===== src/counter_array_params.svh =====
// Offsets, field positions, reset values and counts of the counter array time base
`ifndef COUNTER_ARRAY_PARAMS_SVH
`define COUNTER_ARRAY_PARAMS_SVH

// ----------------------------------------------------------------------------
// Register offsets
// ----------------------------------------------------------------------------
`define OFS_CONTROL 8'hd8
`define OFS_MODE 8'hd9
`define OFS_COUNT_HIGH 8'hf9
`define OFS_COUNT_LOW 8'he9
`define OFS_RELOAD_HIGH 8'hcf
`define OFS_RELOAD_LOW 8'hce
`define OFS_IRQ_STATUS 8'hc0
`define OFS_IRQ_MASK 8'hc1
`define OFS_PIN_CONTROL 8'hc2

// ----------------------------------------------------------------------------
// Reset values and field positions
// ----------------------------------------------------------------------------
`define RST_BYTE 8'h00
`define RST_COUNT 16'h0000
`define BIT_OVERFLOW_FLAG 7
`define BIT_STATUS_OVERFLOW 0
`define BIT_STATUS_MODULE 1
`define BIT_PIN_OUT_ENABLE 0
`define COUNT_ALL_ONES 16'hffff
`define CAPTURE_CAPABLE 8'h3f

// ----------------------------------------------------------------------------
// Prescaler counts
// ----------------------------------------------------------------------------
`define DIV_SLOW 12
`define DIV_FAST 2

`endif


===== src/counter_array_pkg.sv =====
// Types shared by the counter array time base
package counter_array_pkg;

    // Count source codes of the mode register
    typedef enum logic [2:0] {
        SRC_SYS_DIV12 = 3'b000,
        SRC_SYS_DIV2 = 3'b001,
        SRC_TIMER0_OVF = 3'b010,
        SRC_EXT_PIN = 3'b011,
        SRC_MIXED_CLK = 3'b100,
        SRC_SYS_DIV1 = 3'b101,
        SRC_SERIAL0_OVF = 3'b110,
        SRC_MASTER_DIV = 3'b111
    } source_t;

    // Mode register layout, bit 7 down to bit 0
    typedef struct packed {
        logic idle_gate_off;
        logic buffer_pair45_enable;
        logic buffer_pair23_enable;
        logic buffer_pair01_enable;
        source_t source;
        logic overflow_irq_enable;
    } mode_reg_t;

    // Control register layout, bit 7 down to bit 0
    typedef struct packed {
        logic overflow_flag;
        logic counter_run;
        logic [5:0] module_flags;
    } control_reg_t;

    // Count source inputs that arrive from elsewhere in the chip
    typedef struct packed {
        logic timer0_overflow;
        logic ext_count_pin;
        logic mixed_clock_out;
        logic serial0_baud_overflow;
        logic master_divider_out;
    } source_in_t;

    // Modes of the compare/capture modules as seen by the buffer logic
    typedef struct packed {
        logic [7:0] capture;
        logic [7:0] pwm;
        logic [7:0] compare_on_pwm_match;
    } module_modes_t;

endpackage : counter_array_pkg


===== src/counter_array_time_base.sv =====
// Time base, global control and flag register of the eight-module counter array
//
// Design decision made here: the strobed register port.
`timescale 1ns/10ps
`include "counter_array_params.svh"

module counter_array_time_base
    import counter_array_pkg::*;
#(
    parameter int SLOW_DIVIDE = `DIV_SLOW, // Divider for the slow internal source
    parameter int NUM_MODULES = 8 // Modules sharing the time base
) (
    input wire logic clk, // System clock, 100 MHz
    input wire logic reset_n, // Asynchronous reset, active low
    input wire logic [7:0] addr, // Register address
    input wire logic [7:0] wdata, // Register write data
    input wire logic wr, // Write strobe
    input wire logic rd, // Read strobe
    output logic [7:0] rdata_q, // Read data, the cycle after rd
    input wire source_in_t sources, // External count sources
    input wire logic processor_idle, // Processor in idle mode
    input wire logic [5:0] module_event, // Match or capture pulses of modules 0..5
    input wire module_modes_t module_modes, // Mode of each module
    input wire logic [7:0] module_pin_use, // Module claims its port pin
    input wire logic [7:0] module_pin_drive, // Level the module drives
    input wire logic [7:0] gpio_drive, // Level the ordinary port drives
    output logic [7:0] port_out_q, // Resulting port pin levels
    output logic [15:0] time_base_q, // Shared count for all modules
    output logic [2:0] buffer_active_q, // Buffer mode in force per pair
    output logic [7:0] capture_allowed_q, // Capture mode accepted per module
    output logic overflow_irq_q, // Overflow interrupt request
    output logic overflow_pin_q, // Toggle output at the port pin
    output logic overflow_pin_oe_q, // Output enable of that pin
    output logic irq_q // Sticky status interrupt
);

    // ------------------------------------------------------------------------
    // Elaboration checks
    // ------------------------------------------------------------------------
    if (SLOW_DIVIDE < 2 || SLOW_DIVIDE > 255) begin : g_bad_divide
        $error("SLOW_DIVIDE must lie between 2 and 255");
    end
    if (NUM_MODULES != 8) begin : g_bad_modules
        $error("NUM_MODULES must be 8");
    end

    // ------------------------------------------------------------------------
    // Declarations
    // ------------------------------------------------------------------------
    control_reg_t control_q;
    mode_reg_t mode_q;
    logic [15:0] count_q;
    logic [15:0] count_d;
    logic [7:0] reload_high_q;
    logic [7:0] reload_low_q;
    logic [1:0] irq_status_q;
    logic [1:0] irq_mask_q;
    logic pin_enable_q;
    logic toggle_q;
    logic [7:0] slow_div_q;
    logic fast_div_q;
    logic slow_tick;
    logic ext_prev_q;
    logic mixed_prev_q;
    logic master_prev_q;
    logic source_tick;
    logic count_enable;
    logic overflow;
    logic wr_control;
    logic wr_mode;
    logic [7:0] capture_mode;
    logic [7:0] pair_ok;

    localparam logic [7:0] SLOW_LAST = 8'(SLOW_DIVIDE - 1);

    assign wr_control = wr && (addr == `OFS_CONTROL);
    assign wr_mode = wr && (addr == `OFS_MODE);

    // ------------------------------------------------------------------------
    // Internal prescalers
    // ------------------------------------------------------------------------
    // Free running so a source change never waits on a stale count
    always_ff @(posedge clk or negedge reset_n) begin
        if (!reset_n) begin
            slow_div_q <= `RST_BYTE;
        end else if (slow_div_q == SLOW_LAST) begin
            slow_div_q <= `RST_BYTE;
        end else begin
            slow_div_q <= slow_div_q + 8'h01;
        end
    end

    assign slow_tick = (slow_div_q == SLOW_LAST);

    // Divide by two is a plain toggle
    always_ff @(posedge clk or negedge reset_n) begin
        if (!reset_n) begin
            fast_div_q <= 1'b0;
        end else begin
            fast_div_q <= ~fast_div_q;
        end
    end

    // ------------------------------------------------------------------------
    // Edge detection of external sources
    // ------------------------------------------------------------------------
    // Inputs are synchronous already; one stage of history gives the edge
    always_ff @(posedge clk or negedge reset_n) begin
        if (!reset_n) begin
            ext_prev_q <= 1'b0;
            mixed_prev_q <= 1'b0;
            master_prev_q <= 1'b0;
        end else begin
            ext_prev_q <= sources.ext_count_pin;
            mixed_prev_q <= sources.mixed_clock_out;
            master_prev_q <= sources.master_divider_out;
        end
    end

    // Source select; the mixed and master clocks must be slow enough to
    // sample, else edges are lost
    always_comb begin
        unique case (mode_q.source)
            SRC_SYS_DIV12: source_tick = slow_tick;
            SRC_SYS_DIV2: source_tick = fast_div_q;
            SRC_SYS_DIV1: source_tick = 1'b1;
            SRC_TIMER0_OVF: source_tick = sources.timer0_overflow;
            SRC_EXT_PIN: source_tick = ext_prev_q & ~sources.ext_count_pin;
            SRC_MIXED_CLK: source_tick = ~mixed_prev_q & sources.mixed_clock_out;
            SRC_SERIAL0_OVF: source_tick = sources.serial0_baud_overflow;
            SRC_MASTER_DIV: source_tick = ~master_prev_q & sources.master_divider_out;
        endcase
    end

    // Run bit and idle gating both qualify the tick
    assign count_enable = source_tick && control_q.counter_run
        && !(mode_q.idle_gate_off && processor_idle);

    // Wrap from all ones is the overflow
    assign overflow = count_enable && (count_q == `COUNT_ALL_ONES);

    // ------------------------------------------------------------------------
    // Counter
    // ------------------------------------------------------------------------
    // Software writes to a count byte win over counting in that cycle
    always_comb begin
        count_d = count_q;
        if (overflow) begin
            count_d = {reload_high_q, reload_low_q};
        end else if (count_enable) begin
            count_d = count_q + 16'h0001;
        end
        if (wr && addr == `OFS_COUNT_HIGH) begin
            count_d[15:8] = wdata;
        end
        if (wr && addr == `OFS_COUNT_LOW) begin
            count_d[7:0] = wdata;
        end
    end

    always_ff @(posedge clk or negedge reset_n) begin
        if (!reset_n) begin
            count_q <= `RST_COUNT;
        end else begin
            count_q <= count_d;
        end
    end

    // Reload pair
    always_ff @(posedge clk or negedge reset_n) begin
        if (!reset_n) begin
            reload_high_q <= `RST_BYTE;
            reload_low_q <= `RST_BYTE;
        end else begin
            if (wr && addr == `OFS_RELOAD_HIGH) begin
                reload_high_q <= wdata;
            end
            if (wr && addr == `OFS_RELOAD_LOW) begin
                reload_low_q <= wdata;
            end
        end
    end

    // ------------------------------------------------------------------------
    // Control and mode registers
    // ------------------------------------------------------------------------
    // Hardware sets win over a software clear in the same cycle
    always_ff @(posedge clk or negedge reset_n) begin
        if (!reset_n) begin
            control_q <= control_reg_t'(`RST_BYTE);
        end else begin
            if (wr_control) begin
                control_q <= control_reg_t'(wdata);
            end
            if (overflow) begin
                control_q.overflow_flag <= 1'b1;
            end
            if (wr_control) begin
                control_q.module_flags <= wdata[5:0] | module_event;
            end else begin
                control_q.module_flags <= control_q.module_flags | module_event;
            end
        end
    end

    always_ff @(posedge clk or negedge reset_n) begin
        if (!reset_n) begin
            mode_q <= mode_reg_t'(`RST_BYTE);
        end else if (wr_mode) begin
            mode_q <= mode_reg_t'(wdata);
        end
    end

    // ------------------------------------------------------------------------
    // Overflow toggle output
    // ------------------------------------------------------------------------
    always_ff @(posedge clk or negedge reset_n) begin
        if (!reset_n) begin
            pin_enable_q <= 1'b0;
            toggle_q <= 1'b0;
        end else begin
            if (wr && addr == `OFS_PIN_CONTROL) begin
                pin_enable_q <= wdata[`BIT_PIN_OUT_ENABLE];
            end
            if (overflow) begin
                toggle_q <= ~toggle_q;
            end
        end
    end

    // Pin follows the toggle only while enabled; it idles low otherwise
    always_ff @(posedge clk or negedge reset_n) begin
        if (!reset_n) begin
            overflow_pin_q <= 1'b0;
            overflow_pin_oe_q <= 1'b0;
        end else begin
            overflow_pin_q <= pin_enable_q & toggle_q;
            overflow_pin_oe_q <= pin_enable_q;
        end
    end

    // ------------------------------------------------------------------------
    // Module support: capture mask, buffer pairs, pins, time base
    // ------------------------------------------------------------------------
    // Modules 6 and 7 have no capture path, so their capture bit is ignored
    assign capture_mode = module_modes.capture & `CAPTURE_CAPABLE;
    assign pair_ok = capture_mode | module_modes.pwm | module_modes.compare_on_pwm_match;

    always_ff @(posedge clk or negedge reset_n) begin
        if (!reset_n) begin
            capture_allowed_q <= `RST_BYTE;
            buffer_active_q <= 3'b000;
            port_out_q <= `RST_BYTE;
        end else begin
            capture_allowed_q <= capture_mode;
            buffer_active_q[0] <= mode_q.buffer_pair01_enable & pair_ok[0] & pair_ok[1];
            buffer_active_q[1] <= mode_q.buffer_pair23_enable & pair_ok[2] & pair_ok[3];
            buffer_active_q[2] <= mode_q.buffer_pair45_enable & pair_ok[4] & pair_ok[5];
            port_out_q <= (module_pin_use & module_pin_drive)
                | (~module_pin_use & gpio_drive);
        end
    end

    // A registered copy keeps every output straight from a flop
    always_ff @(posedge clk or negedge reset_n) begin
        if (!reset_n) begin
            time_base_q <= `RST_COUNT;
        end else begin
            time_base_q <= count_d;
        end
    end

    // ------------------------------------------------------------------------
    // Interrupts
    // ------------------------------------------------------------------------
    // Sticky status, write one to clear; a new event in that cycle survives
    always_ff @(posedge clk or negedge reset_n) begin
        if (!reset_n) begin
            irq_status_q <= 2'b00;
            irq_mask_q <= 2'b00;
        end else begin
            irq_status_q[`BIT_STATUS_OVERFLOW] <= overflow
                | (irq_status_q[`BIT_STATUS_OVERFLOW]
                & ~(wr && addr == `OFS_IRQ_STATUS && wdata[`BIT_STATUS_OVERFLOW]));
            irq_status_q[`BIT_STATUS_MODULE] <= (|module_event)
                | (irq_status_q[`BIT_STATUS_MODULE]
                & ~(wr && addr == `OFS_IRQ_STATUS && wdata[`BIT_STATUS_MODULE]));
            if (wr && addr == `OFS_IRQ_MASK) begin
                irq_mask_q <= wdata[1:0];
            end
        end
    end

    // Registered request lines, one cycle behind the flags
    always_ff @(posedge clk or negedge reset_n) begin
        if (!reset_n) begin
            overflow_irq_q <= 1'b0;
            irq_q <= 1'b0;
        end else begin
            overflow_irq_q <= control_q.overflow_flag & mode_q.overflow_irq_enable;
            irq_q <= |(irq_status_q & irq_mask_q);
        end
    end

    // ------------------------------------------------------------------------
    // Read port
    // ------------------------------------------------------------------------
    // Data stand only in the cycle after the strobe; unmapped reads give zero
    always_ff @(posedge clk or negedge reset_n) begin
        if (!reset_n) begin
            rdata_q <= `RST_BYTE;
        end else if (!rd) begin
            rdata_q <= `RST_BYTE;
        end else begin
            unique case (addr)
                `OFS_CONTROL: rdata_q <= control_q;
                `OFS_MODE: rdata_q <= mode_q;
                `OFS_COUNT_HIGH: rdata_q <= count_q[15:8];
                `OFS_COUNT_LOW: rdata_q <= count_q[7:0];
                `OFS_RELOAD_HIGH: rdata_q <= reload_high_q;
                `OFS_RELOAD_LOW: rdata_q <= reload_low_q;
                `OFS_IRQ_STATUS: rdata_q <= {6'h00, irq_status_q};
                `OFS_IRQ_MASK: rdata_q <= {6'h00, irq_mask_q};
                `OFS_PIN_CONTROL: rdata_q <= {7'h00, pin_enable_q};
                default: rdata_q <= `RST_BYTE;
            endcase
        end
    end

endmodule : counter_array_time_base


===== config.mk =====
export PLATFORM = sky130hd
export DESIGN_NAME = counter_array_time_base
export DESIGN_NICKNAME = d
export VERILOG_FILES = /design/src/counter_array_pkg.sv /design/src/counter_array_time_base.sv
export VERILOG_INCLUDE_DIRS = /design/src
export SDC_FILE = /design/constraint.sdc
export NUM_CORES = 1
export LEC_CHECK = 0
export BUFFER_PORTS_ARGS = -buffer_cell sky130_fd_sc_hd__buf_2
export CAP_MARGIN = 20
export CORE_AREA = 4 4 129 131
export DETAILED_ROUTE_END_ITERATION = 16
export DIE_AREA = 0 0 133 135
export HOLD_SLACK_MARGIN = 0.1
export PLACE_DENSITY = 0.59
export SETUP_SLACK_MARGIN = 0.2
export SLEW_MARGIN = 40
export SYNTH_ARGS = -nofsm -noshare
export SYNTH_HDL_FRONTEND = slang
export SYNTH_SLANG_ARGS = --single-unit

===== constraint.sdc =====
create_clock -name clk -period 6.1 [get_ports clk]
set_clock_uncertainty 0.15 [all_clocks]
set_input_delay 0.61 -clock clk [delete_from_list [all_inputs] [get_ports clk]]
set_output_delay 0.61 -clock clk [all_outputs]
set_load 0.02 [all_outputs]

==> impl_metrics.csv, run 1 <==
group,metric,value,unit
synthesis,synthTopCellsByArea,"dfrtp_1 52%, mux2_1 6.1%, mux2_2 4.2%",
sta,rsz0062_at_grt,"false",
status,outcome,"completed",
floorplanning,dieArea,0.0180,mm²
drt,first_pass_iters,5,
final_layout,diodes,0,
worst_setup_path,path_cells,"or4_4, o41a_1, o22a_1, a2111oi_1, o31ai_1",
drt,wl,13600,µm
sta,drv_slew,0,
floorplanning,top_level_ports,127,
drt,drt-vias-per-instance,5.09,
global_routing,grt_pass1_vias,3994,
place,dp_cells,735,
final_layout,drive_gt1_share,31.2,%
final_layout,nNetsFinal,613,
power_and_ir_drop,comb_power_share,10.3,%
clocking,cts_buffers,9,
global_routing,antenna_found_initial,0,
clocking,root_buffer,"clkbuf_16",
global_routing,grt_max_degree,73,
sta,fin_setup_tns,0,ns
worst_setup_path,worstPathMaxFanout,18,
synthesis,syn_area,0.00459,mm²
worst_setup_path,slowest_stage,"or4_4",
sta,fin_crit,2.67,ns
synthesis,synth_top_area_share,51.8,%
sta,period_share,43.8,%
power_and_ir_drop,ir_drop,138,µV
final_layout,post-route-util,36.6,%
final_layout,final_common_cell,"buf_2",
power_and_ir_drop,pwr-share-clk,40.3,%
power_and_ir_drop,swShare,26.2,%
sta,timing.fmax,374,MHz
floorplanning,die_w,133,µm
floorplanning,coreArea,0.0156,mm²
power_and_ir_drop,p_leak,2.62,nW
synthesis,syn_area_per_cell,11.1,µm²
worst_setup_path,cp.required,6.17,ns
clocking,tritoncts,"done",
drt,drc,0,
drt,drt-initial-drc-count,258,
synthesis,synth_flop_cell,"dfrtp_1",
final_layout,final_cell_mix,"117 x buf_2, 95 x dfrtp_1, 38 x nand2_1, 25 x a21oi_1, 25 x mux2_1",
floorplanning,die_h,135,µm
worst_setup_path,start_kind,"flip-flop",
global_routing,grt_first_pass_wirelength,21400,µm
worst_setup_path,crit_path_end_kind,"flip-flop",
drt,drtAntennaViolNets,0,
synthesis,ys_warn_count,0,
worst_setup_path,critical_path_arrival,2.74,ns
synthesis,synthCells,413,
power_and_ir_drop,p_per_area,245,mW/mm²
place,dp_hpwl,10200,µm
run,maxCapViolCount,0,
worst_setup_path,max_stage_delay,0.56,ns
min_path,hp-class,"input pin to flip-flop",
synthesis,ys_async_sr_fraction,100,%
final_layout,fin_cells,752,
synthesis,synth_seq_cells,95,
power_and_ir_drop,p_int,1.03,mW
place,port_buffers,118,
power_and_ir_drop,finalPower,1.40,mW
final_layout,area_delta_synth_final,24.5,%
sta,relSlewSlack,48.7,%
power_and_ir_drop,switching_power,0.366,mW
sta,finalHoldViolations,0,
drt,wl_per_cell,18.1,µm
synthesis,ys_types,59,
drt,via_count,3830,
floorplanning,fp-row-count,46,
sta,holdWs,0.232,ns
clocking,cts.sinks,95,
sta,tightestPinTransition,0.770,ns
clocking,cts_buffer_depth,2,
global_routing,grt_usage,15.2,%
synthesis,ys_seq_area_share,51.8,%
place,gp_congestion,0.914,
sta,setup_viol,0,
clocking,clkTransAtPathRegs,0.07,ns
global_routing,grt_overflow,0,
power_and_ir_drop,seq_power_share,49.4,%
floorplanning,start_util,29.4,%
clocking,clock_latency,0.35,ns
synthesis,synth-edff-count,0,
clocking,post_cts_buffers,0,
worst_setup_path,path_class,"flip-flop to flip-flop",
clocking,htreeDepth,3,
synthesis,synth_top_area_cell,"dfrtp_1",
per-layer routing:
metal	vias up	wire, µm	GRT usage [%]
li1	1786	-	-
met1	1883	6090	20.7
met2	141	6310	23.6
met3	20	984	4.14
met4	0	233	4.91
met5	-	0	0
cell usage after synthesis (10+ instances only):
master / instances
a21oi_1: 25
dfrtp_1: 95
mux2_1: 25
mux2_2: 17
nand2_1: 38
nor2_1: 18
nor3_1: 12
o31ai_1: 10
timing repair:
action,4_1_cts,5_1_grt
hold buffers,1,0
hold endpoints to repair,23,0
resized for setup,0,0
worst max-delay path, delay by kind of cell (launching register included):
kind | cells | cell delay [ns]
compound gates | 4 | 1.42
flops | 1 | 0.42
simple gates | 1 | 0.56
flip-flops by register name, indices dropped and copies added (netlist names), 2 cells and up:
signal,count
port_out_q,8
time_base_q,16
capture_allowed_q,6
irq_mask_q,2
control_q,8
reload_high_q,8
irq_status_q,2
buffer_active_q,3
rdata_q,8
mode_q,8
slow_div_q,8
reload_low_q,8
per-stage QoR:
stage,setup WS (ns),cell area [µm²]
floorplan,3.74,4590
global placement,3.33,5390
detailed placement,3.19,5400
CTS,3.43,5700
global route,3.32,5710
finish,3.43,5710
power by group through the flow:
stage	clock network (mW)	logic, mW	registers (mW)
after floorplan	0	0.0534	0.709
after global placement	0	0.141	0.701
after detailed placement	0	0.145	0.701
after CTS	0.581	0.146	0.689
after global routing	0.608	0.159	0.693
final	0.563	0.144	0.690
kinds of logic (layout without fill, tap and decap cells):
kind of cell	count (synthesis)	after routing	share of synthesized area [%]
compound gates	95	95	14.8
flops	95	95	51.8
simple gates	132	132	15.5
other cells	1	2	0.0817
fa+ha+maj	2	2	0.545
mux	51	51	12.3
buf+inv	25	147	2.62
xor+xnor	12	12	2.29
path summary, 6_finish.rpt:
kind	startpoint	to	slack [ns]	cells past startpoint
hold / removal	sources[2]	mixed_prev_q	0.23	1
setup reg to reg	slow_div_q[2]	time_base_q[12]	3.43	5
max in group asynchronous	reset_n	overflow_pin_oe_q	4.30	3
setup / recovery	slow_div_q[2]	time_base_q[12]	3.43	5
min in group asynchronous	reset_n	capture_allowed_q[2]	0.55	2
hold reg to reg	fast_div_q	fast_div_q	0.26	1
area by class of cell:
cell class / count / area [µm²]
Clock inverter: 6 / 61.3
Inverter: 10 / 37.5
Tap cell: 216 / 270
Sequential cell: 95 / 2380
Clock buffer: 10 / 229
Timing Repair Buffer: 121 / 622
Multi-Input combinational cell: 294 / 2120
Fill cell: 1572 / 9880
Power figures use the tool's default switching activity.
==> inputs of run 2 (changes only) <==
Settings changed: ABC_AREA set to 1, CORE_AREA 4 4 129 131 to 4 4 135 137, DIE_AREA 0 0 133 135 to 0 0 139 141, PLACE_DENSITY 0.59 to 0.58.
Clock period 6.1 ns to 2.6 ns, I/O delays scaled along.
==> run 2 against run 1 <==
  * Synthesized area is 9.0% higher
  * Non-clock buffer count rose by 45
  * Global-route usage up 0.75 points
  * Clock power rose by 120%
  * Sequential power up 130%
  * Worst hold slack got worse by 0.13 ns
  * Highest routed layer unchanged
  * Core utilization is 1.7 points higher
  * Routed wire length up 10%
  * Setup slack got worse by 3.0 ns
  * Cell area up 14%
  * Final cell count up 36%
==> impl_metrics.csv, run 2 <==
group,metric,value,unit
worst_setup_path,crit_path_end_kind,"flip-flop",
clocking,root_buffer,"clkbuf_16",
clocking,hold_buffers,45,
floorplanning,die_w,139,µm
sta,drv_slew,0,
worst_setup_path,start_kind,"input pin",
floorplanning,dieArea,0.0196,mm²
sta,rsz0062_at_grt,"false",
min_path,hold_depth,3,
global_routing,grt_first_pass_wirelength,25000,µm
worst_setup_path,cp.required,2.69,ns
synthesis,synth_flop_cell,"dfrtp_1",
final_layout,top_register,"time_base_q",
place,gp_congestion,0.886,
synthesis,ys_types,38,
drt,wl_per_cell,14.7,µm
clocking,post_cts_buffers,0,
final_layout,area_delta_synth_final,30.6,%
final_layout,largest_register_ffs,16,
sta,period_share,83.8,%
run,maxCapViolCount,0,
final_layout,nFillCells,1794,
worst_setup_path,critical_path_arrival,2.26,ns
drt,wl,15000,µm
final_layout,diodes,0,
global_routing,grt_max_degree,62,
synthesis,syn_area,0.00500,mm²
clocking,cts_buffers,9,
drt,via_count,4614,
drt,drt-initial-drc-count,243,
global_routing,grt_overflow,0,
clocking,htreeDepth,3,
synthesis,ys_async_sr_fraction,100,%
drt,drt-vias-per-instance,4.50,
floorplanning,start_util,29.3,%
place,placedInstanceArea,0.00582,mm²
synthesis,ys_warn_count,0,
min_path,hold_path.startpoint,"module_modes[5]",
power_and_ir_drop,ir_drop,335,µV
status,outcome,"completed",
synthesis,synth_top_area_share,47.5,%
min_path,min_to,"buffer_active_q[2]",
drt,drc,0,
floorplanning,coreArea,0.0171,mm²
final_layout,postLayoutCellArea,0.00653,mm²
sta,tightestPinTransition,0.663,ns
power_and_ir_drop,p_per_area,507,mW/mm²
sta,fin_ws,0.421,ns
worst_setup_path,r2r_start,"time_base_q[0]",
worst_setup_path,r2r-end,"time_base_q[11]",
synthesis,ys_seq_area_share,47.5,%
synthesis,yosysMostFrequentCell,"nand2_1",
sta,finalHoldViolations,0,
sta,fin_setup_tns,0,ns
synthesis,synth-edff-count,0,
sta,holdWs,0.106,ns
floorplanning,fp-row-count,48,
global_routing,grt_pass1_vias,4669,
global_routing,antenna_found_initial,0,
synthesis,synthTopCellsByArea,"dfrtp_1 48%, nand2_1 13%, inv_1 6.6%",
worst_setup_path,worstRegToRegCells,9,
synthesis,synthCells,630,
sta,relSlewSlack,55.4,%
floorplanning,die_h,141,µm
floorplanning,top_level_ports,127,
worst_setup_path,rrSetupSlack,0.49,ns
global_routing,grt_usage,16.0,%
final_layout,nNetsFinal,879,
final_layout,final_common_cell,"nand2_1",
power_and_ir_drop,p_leak,3.43,nW
place,dp_slack,0.501,ns
sta,fin_crit,2.18,ns
synthesis,synth_top_area_cell,"dfrtp_1",
worst_setup_path,worstPathMaxFanout,2,
drt,first_pass_iters,5,
sta,setup_viol,0,
synthesis,synth_seq_cells,95,
synthesis,syn_area_per_cell,7.94,µm²
drt,drtAntennaViolNets,0,
clocking,clkTransAtPathRegs,0.07,ns
worst_setup_path,path_class,"input pin to flip-flop",
synthesis,ys_top_cells_by_count,"177 x nand2_1, 95 x dfrtp_1, 88 x inv_1",
final_layout,post-route-util,38.3,%
clocking,clock_latency,0.35,ns
final_layout,final_cell_mix,"177 x nand2_1, 117 x buf_2, 95 x dfrtp_1, 88 x inv_1, 59 x nor2_1",
sta,timing.fmax,459,MHz
place,dp_hpwl,11200,µm
clocking,cts_buffer_depth,2,
min_path,hp-class,"input pin to flip-flop",
final_layout,drive_gt1_share,22.0,%
clocking,cts.sinks,95,
place,port_buffers,118,
clocking,ctsResizeCount,0,
clocking,tritoncts,"done",
-- run 2: cell types whose count changed after synthesis, moves of 15 or more --
cell | previous run | this run
nand3_1 | 9 | 45
inv_1 | 9 | 88
nor2_1 | 18 | 59
mux2_1 | 25 | 0
a21oi_1 | 25 | 10
nand2_1 | 38 | 177
o21ai_0 | 3 | 34
-- run 2: routing by layer --
| metal | up-vias | GRT usage [%] | wire (µm) |
|---|---|---|---|
| met4 | 0 | 4.69 | 272 |
| met5 | - | 0 | 0 |
| met2 | 125 | 27.0 | 7390 |
| met3 | 17 | 3.43 | 748 |
| li1 | 2324 | - | - |
| met1 | 2148 | 20.6 | 6630 |
-- run 2: final cells by class --
type	instances	area [µm²]	area share [%]
timing repair buffer	166	1080	16.6
clock inverter	5	36.3	0.555
tap	225	282	4.31
inverter	91	342	5.23
clock buffer	9	225	3.45
sequential	95	2380	36.4
multi-input combinational	434	2190	33.5
-- run 2: worst max-delay path, stage by stage --
cell	delay, ns
dlygate4sd3_1	0.54
buf_2	0.13
nor3_1	0.17
dlygate4sd3_1	0.57
nor3_1	0.04
dlygate4sd3_1	0.55
-- run 2: worst max path at each step --
| stage | start | to | cells after the start |
|---|---|---|---|
| 3_5_place_dp | time_base_q[0] | time_base_q[11] | 9 |
| 5_1_grt | slow_div_q[0] | time_base_q[6] | 11 |
| 2_1_floorplan | time_base_q[0] | time_base_q[3] | 11 |
| 6_report | module_modes[16] | buffer_active_q[0] | 6 |
| 3_3_place_gp | time_base_q[0] | time_base_q[11] | 9 |
| 4_1_cts | module_modes[18] | buffer_active_q[1] | 6 |
-- run 2: kinds of logic (layout without fill, tap and decap cells) --
family	after synthesis	after routing	share of synthesized area, %
AND/OR/NAND/NOR	335	335	30.0
buffers and inverters	102	271	8.78
flip-flops	95	95	47.5
AO/OA/AOI/OAI	69	69	8.16
XOR/XNOR	18	18	3.15
multiplexers	8	8	1.80
adder cells (fa/ha/maj)	2	2	0.500
other	1	2	0.0750
-- run 2: through the flow --
stage / total power, mW / instances
6_report: 3.31 / 1025
3_5_place_dp: 2.06 / 966
2_1_floorplan: 1.86 / 631
3_3_place_gp: 2.06 / 966
5_1_grt: 3.48 / 1025
4_1_cts: 3.36 / 1025
-- run 2: report_power, final --
group	internal [mW]	switching, mW
logic	0.200	0.281
clock network	0.641	0.579
registers	1.55	0.0627
==> inputs of run 3 (changes only) <==
Settings changed: ABC_AREA 1 to 0, CORE_AREA 4 4 135 137 to 4 4 129 131, DIE_AREA 0 0 139 141 to 0 0 133 135, PLACE_DENSITY 0.58 to 0.61.
Clock period 2.6 ns to 2 ns, I/O delays scaled along.
==> run 3 against run 2 <==
  * Critical endpoint is now time_base_q[13]
  * Setup slack worse by 0.69 ns
  * The flow now finishes with violations (setup timing)
  * Power grew 36%
  * Non-clock buffer count up 74
  * Critical path type is now flip-flop to flip-flop
==> impl_metrics.csv, run 3 (synthesis gave the netlist of run 1 again) <==
group,metric,value,unit
drt,drtAntennaViolNets,0,
clocking,htreeDepth,3,
power_and_ir_drop,p_leak,3.27,nW
clocking,root_buffer,"clkbuf_16",
floorplanning,top_level_ports,127,
final_layout,top_register,"time_base_q",
global_routing,grt_first_pass_wirelength,24300,µm
global_routing,grt_max_degree,39,
final_layout,final_common_cell,"buf_2",
worst_setup_path,path_class,"flip-flop to flip-flop",
global_routing,grt_pass1_vias,4527,
final_layout,largest_register_ffs,16,
run,maxCapViolCount,0,
worst_setup_path,crit_path_end_kind,"flip-flop",
clocking,cts_buffers,9,
floorplanning,die_w,133,µm
clocking,clock_latency,0.35,ns
final_layout,area_delta_synth_final,53.1,%
sta,setup_viol,19,
global_routing,top_usage_layer,"met2",
place,dp_slack,-0.427,ns
sta,relSlewSlack,53.6,%
global_routing,antenna_found_initial,0,
sta,timing.fmax,440,MHz
global_routing,use_met2,28.5,%
floorplanning,die_h,135,µm
place,placedInstanceArea,0.00597,mm²
final_layout,nFillCells,1468,
drt,first_pass_iters,5,
floorplanning,fp-row-count,46,
worst_setup_path,worstPathMaxFanout,7,
sta,fin_crit,2.27,ns
clocking,cts_buffer_depth,2,
sta,finalHoldViolations,0,
global_routing,grt_usage,17.4,%
place,dp_hpwl,11500,µm
sta,drv_slew,0,
drt,drc,0,
worst_setup_path,slowest_stage,"or4_4",
sta,fin_ws,-0.272,ns
final_layout,final_cell_mix,"117 x buf_2, 94 x dfrtp_1, 58 x buf_4, 52 x dlygate4sd3_1, 33 x nand2_1",
power_and_ir_drop,ir_drop,491,µV
global_routing,grt_util_met3,2.87,%
sta,fin_setup_tns,-4.13,ns
floorplanning,start_util,29.4,%
status,outcome,"complete, but fails checks",
status,violations,"setup timing",
power_and_ir_drop,p_per_area,639,mW/mm²
clocking,clkTransAtPathRegs,0.07,ns
clocking,tritoncts,"done",
drt,via_count,4333,
final_layout,postLayoutCellArea,0.00703,mm²
worst_setup_path,cp.required,2.13,ns
drt,drt-initial-drc-count,202,
place,port_buffers,118,
final_layout,drive_gt1_share,40.7,%
drt,drt-vias-per-instance,4.98,
sta,tightestPinTransition,0.691,ns
place,gp_congestion,0.922,
worst_setup_path,path_buf_inv,1,
sta,period_share,114,%
worst_setup_path,path_delay_family,"compound AO/OA/AOI/OAI gates",
min_path,hp-class,"input pin to async pin",
worst_setup_path,max_stage_delay,0.53,ns
drt,wl_per_cell,17.7,µm
worst_setup_path,path_cells,"or4_4, o41a_1, o22a_4, buf_6, a211o_1, a21oi_2",
floorplanning,dieArea,0.0180,mm²
global_routing,met1_usage,22.8,%
power_and_ir_drop,finalPower,4.49,mW
worst_setup_path,critical_path_arrival,2.40,ns
floorplanning,coreArea,0.0156,mm²
sta,rsz0062_at_grt,"true",
clocking,cts.sinks,95,
worst_setup_path,start_kind,"flip-flop",
final_layout,diodes,0,
drt,wl,15400,µm
global_routing,grt_overflow,0,
sta,holdWs,0.139,ns
final_layout,nNetsFinal,732,
## run 3: worst paths after layout
| kind | startpoint | cells past startpoint | to | slack (ns) |
|---|---|---|---|---|
| max | slow_div_q[2] | 6 | time_base_q[13] | -0.27 |
| min | reset_n | 2 | capture_allowed_q[1] | 0.14 |
| max reg2reg | slow_div_q[2] | 6 | time_base_q[13] | -0.27 |
| min reg2reg | pin_enable_q | 0 | overflow_pin_oe_q | 0.27 |
| max in group asynchronous | reset_n | 3 | reload_low_q[5] | 1.04 |
| min in group clk | addr[4] | 4 | time_base_q[5] | 0.14 |
## run 3: stage by stage
step | utilization, % | cells
floorplan | - | 414
global placement | 38.3 | 795
detailed placement | 38.3 | 795
CTS | 44.6 | 869
global route | 45.1 | 870
finish | 45.1 | 870
## run 3: power breakdown
group | internal, mW | total [mW] | switching, mW | leakage, nW
sequential | 2.00 | 2.06 | 0.0571 | 1.22
combinational | 0.327 | 0.678 | 0.351 | 1.91
clock | 1.02 | 1.75 | 0.728 | 0.151
## run 3: cell type report
type,instances,area (µm²),share of cell area (%)
clock buffers,11,253,3.60
repair buffers,240,1730,24.6
well taps,216,270,3.85
inverters,10,37.5,0.534
flip-flops and latches,95,2380,33.8
multi-input cells,294,2310,32.9
clock inverters,4,45.0,0.641
## run 3: per-layer routing
| metal | part of all wire (%) | vias to the layer above |
|---|---|---|
| met5 | 0 | - |
| met4 | 2.4 | 0 |
| met3 | 5.4 | 27 |
| met2 | 48 | 160 |
| met1 | 44 | 2114 |
| li1 | - | 2032 |
## run 3: repair_timing
action	CTS	global route
pin swaps	10	5
resized for setup	23	12
cloned	1	0
setup endpoints to repair	19	19
setup buffers	6	1
hold buffers	52	0
hold endpoints to repair	160	0
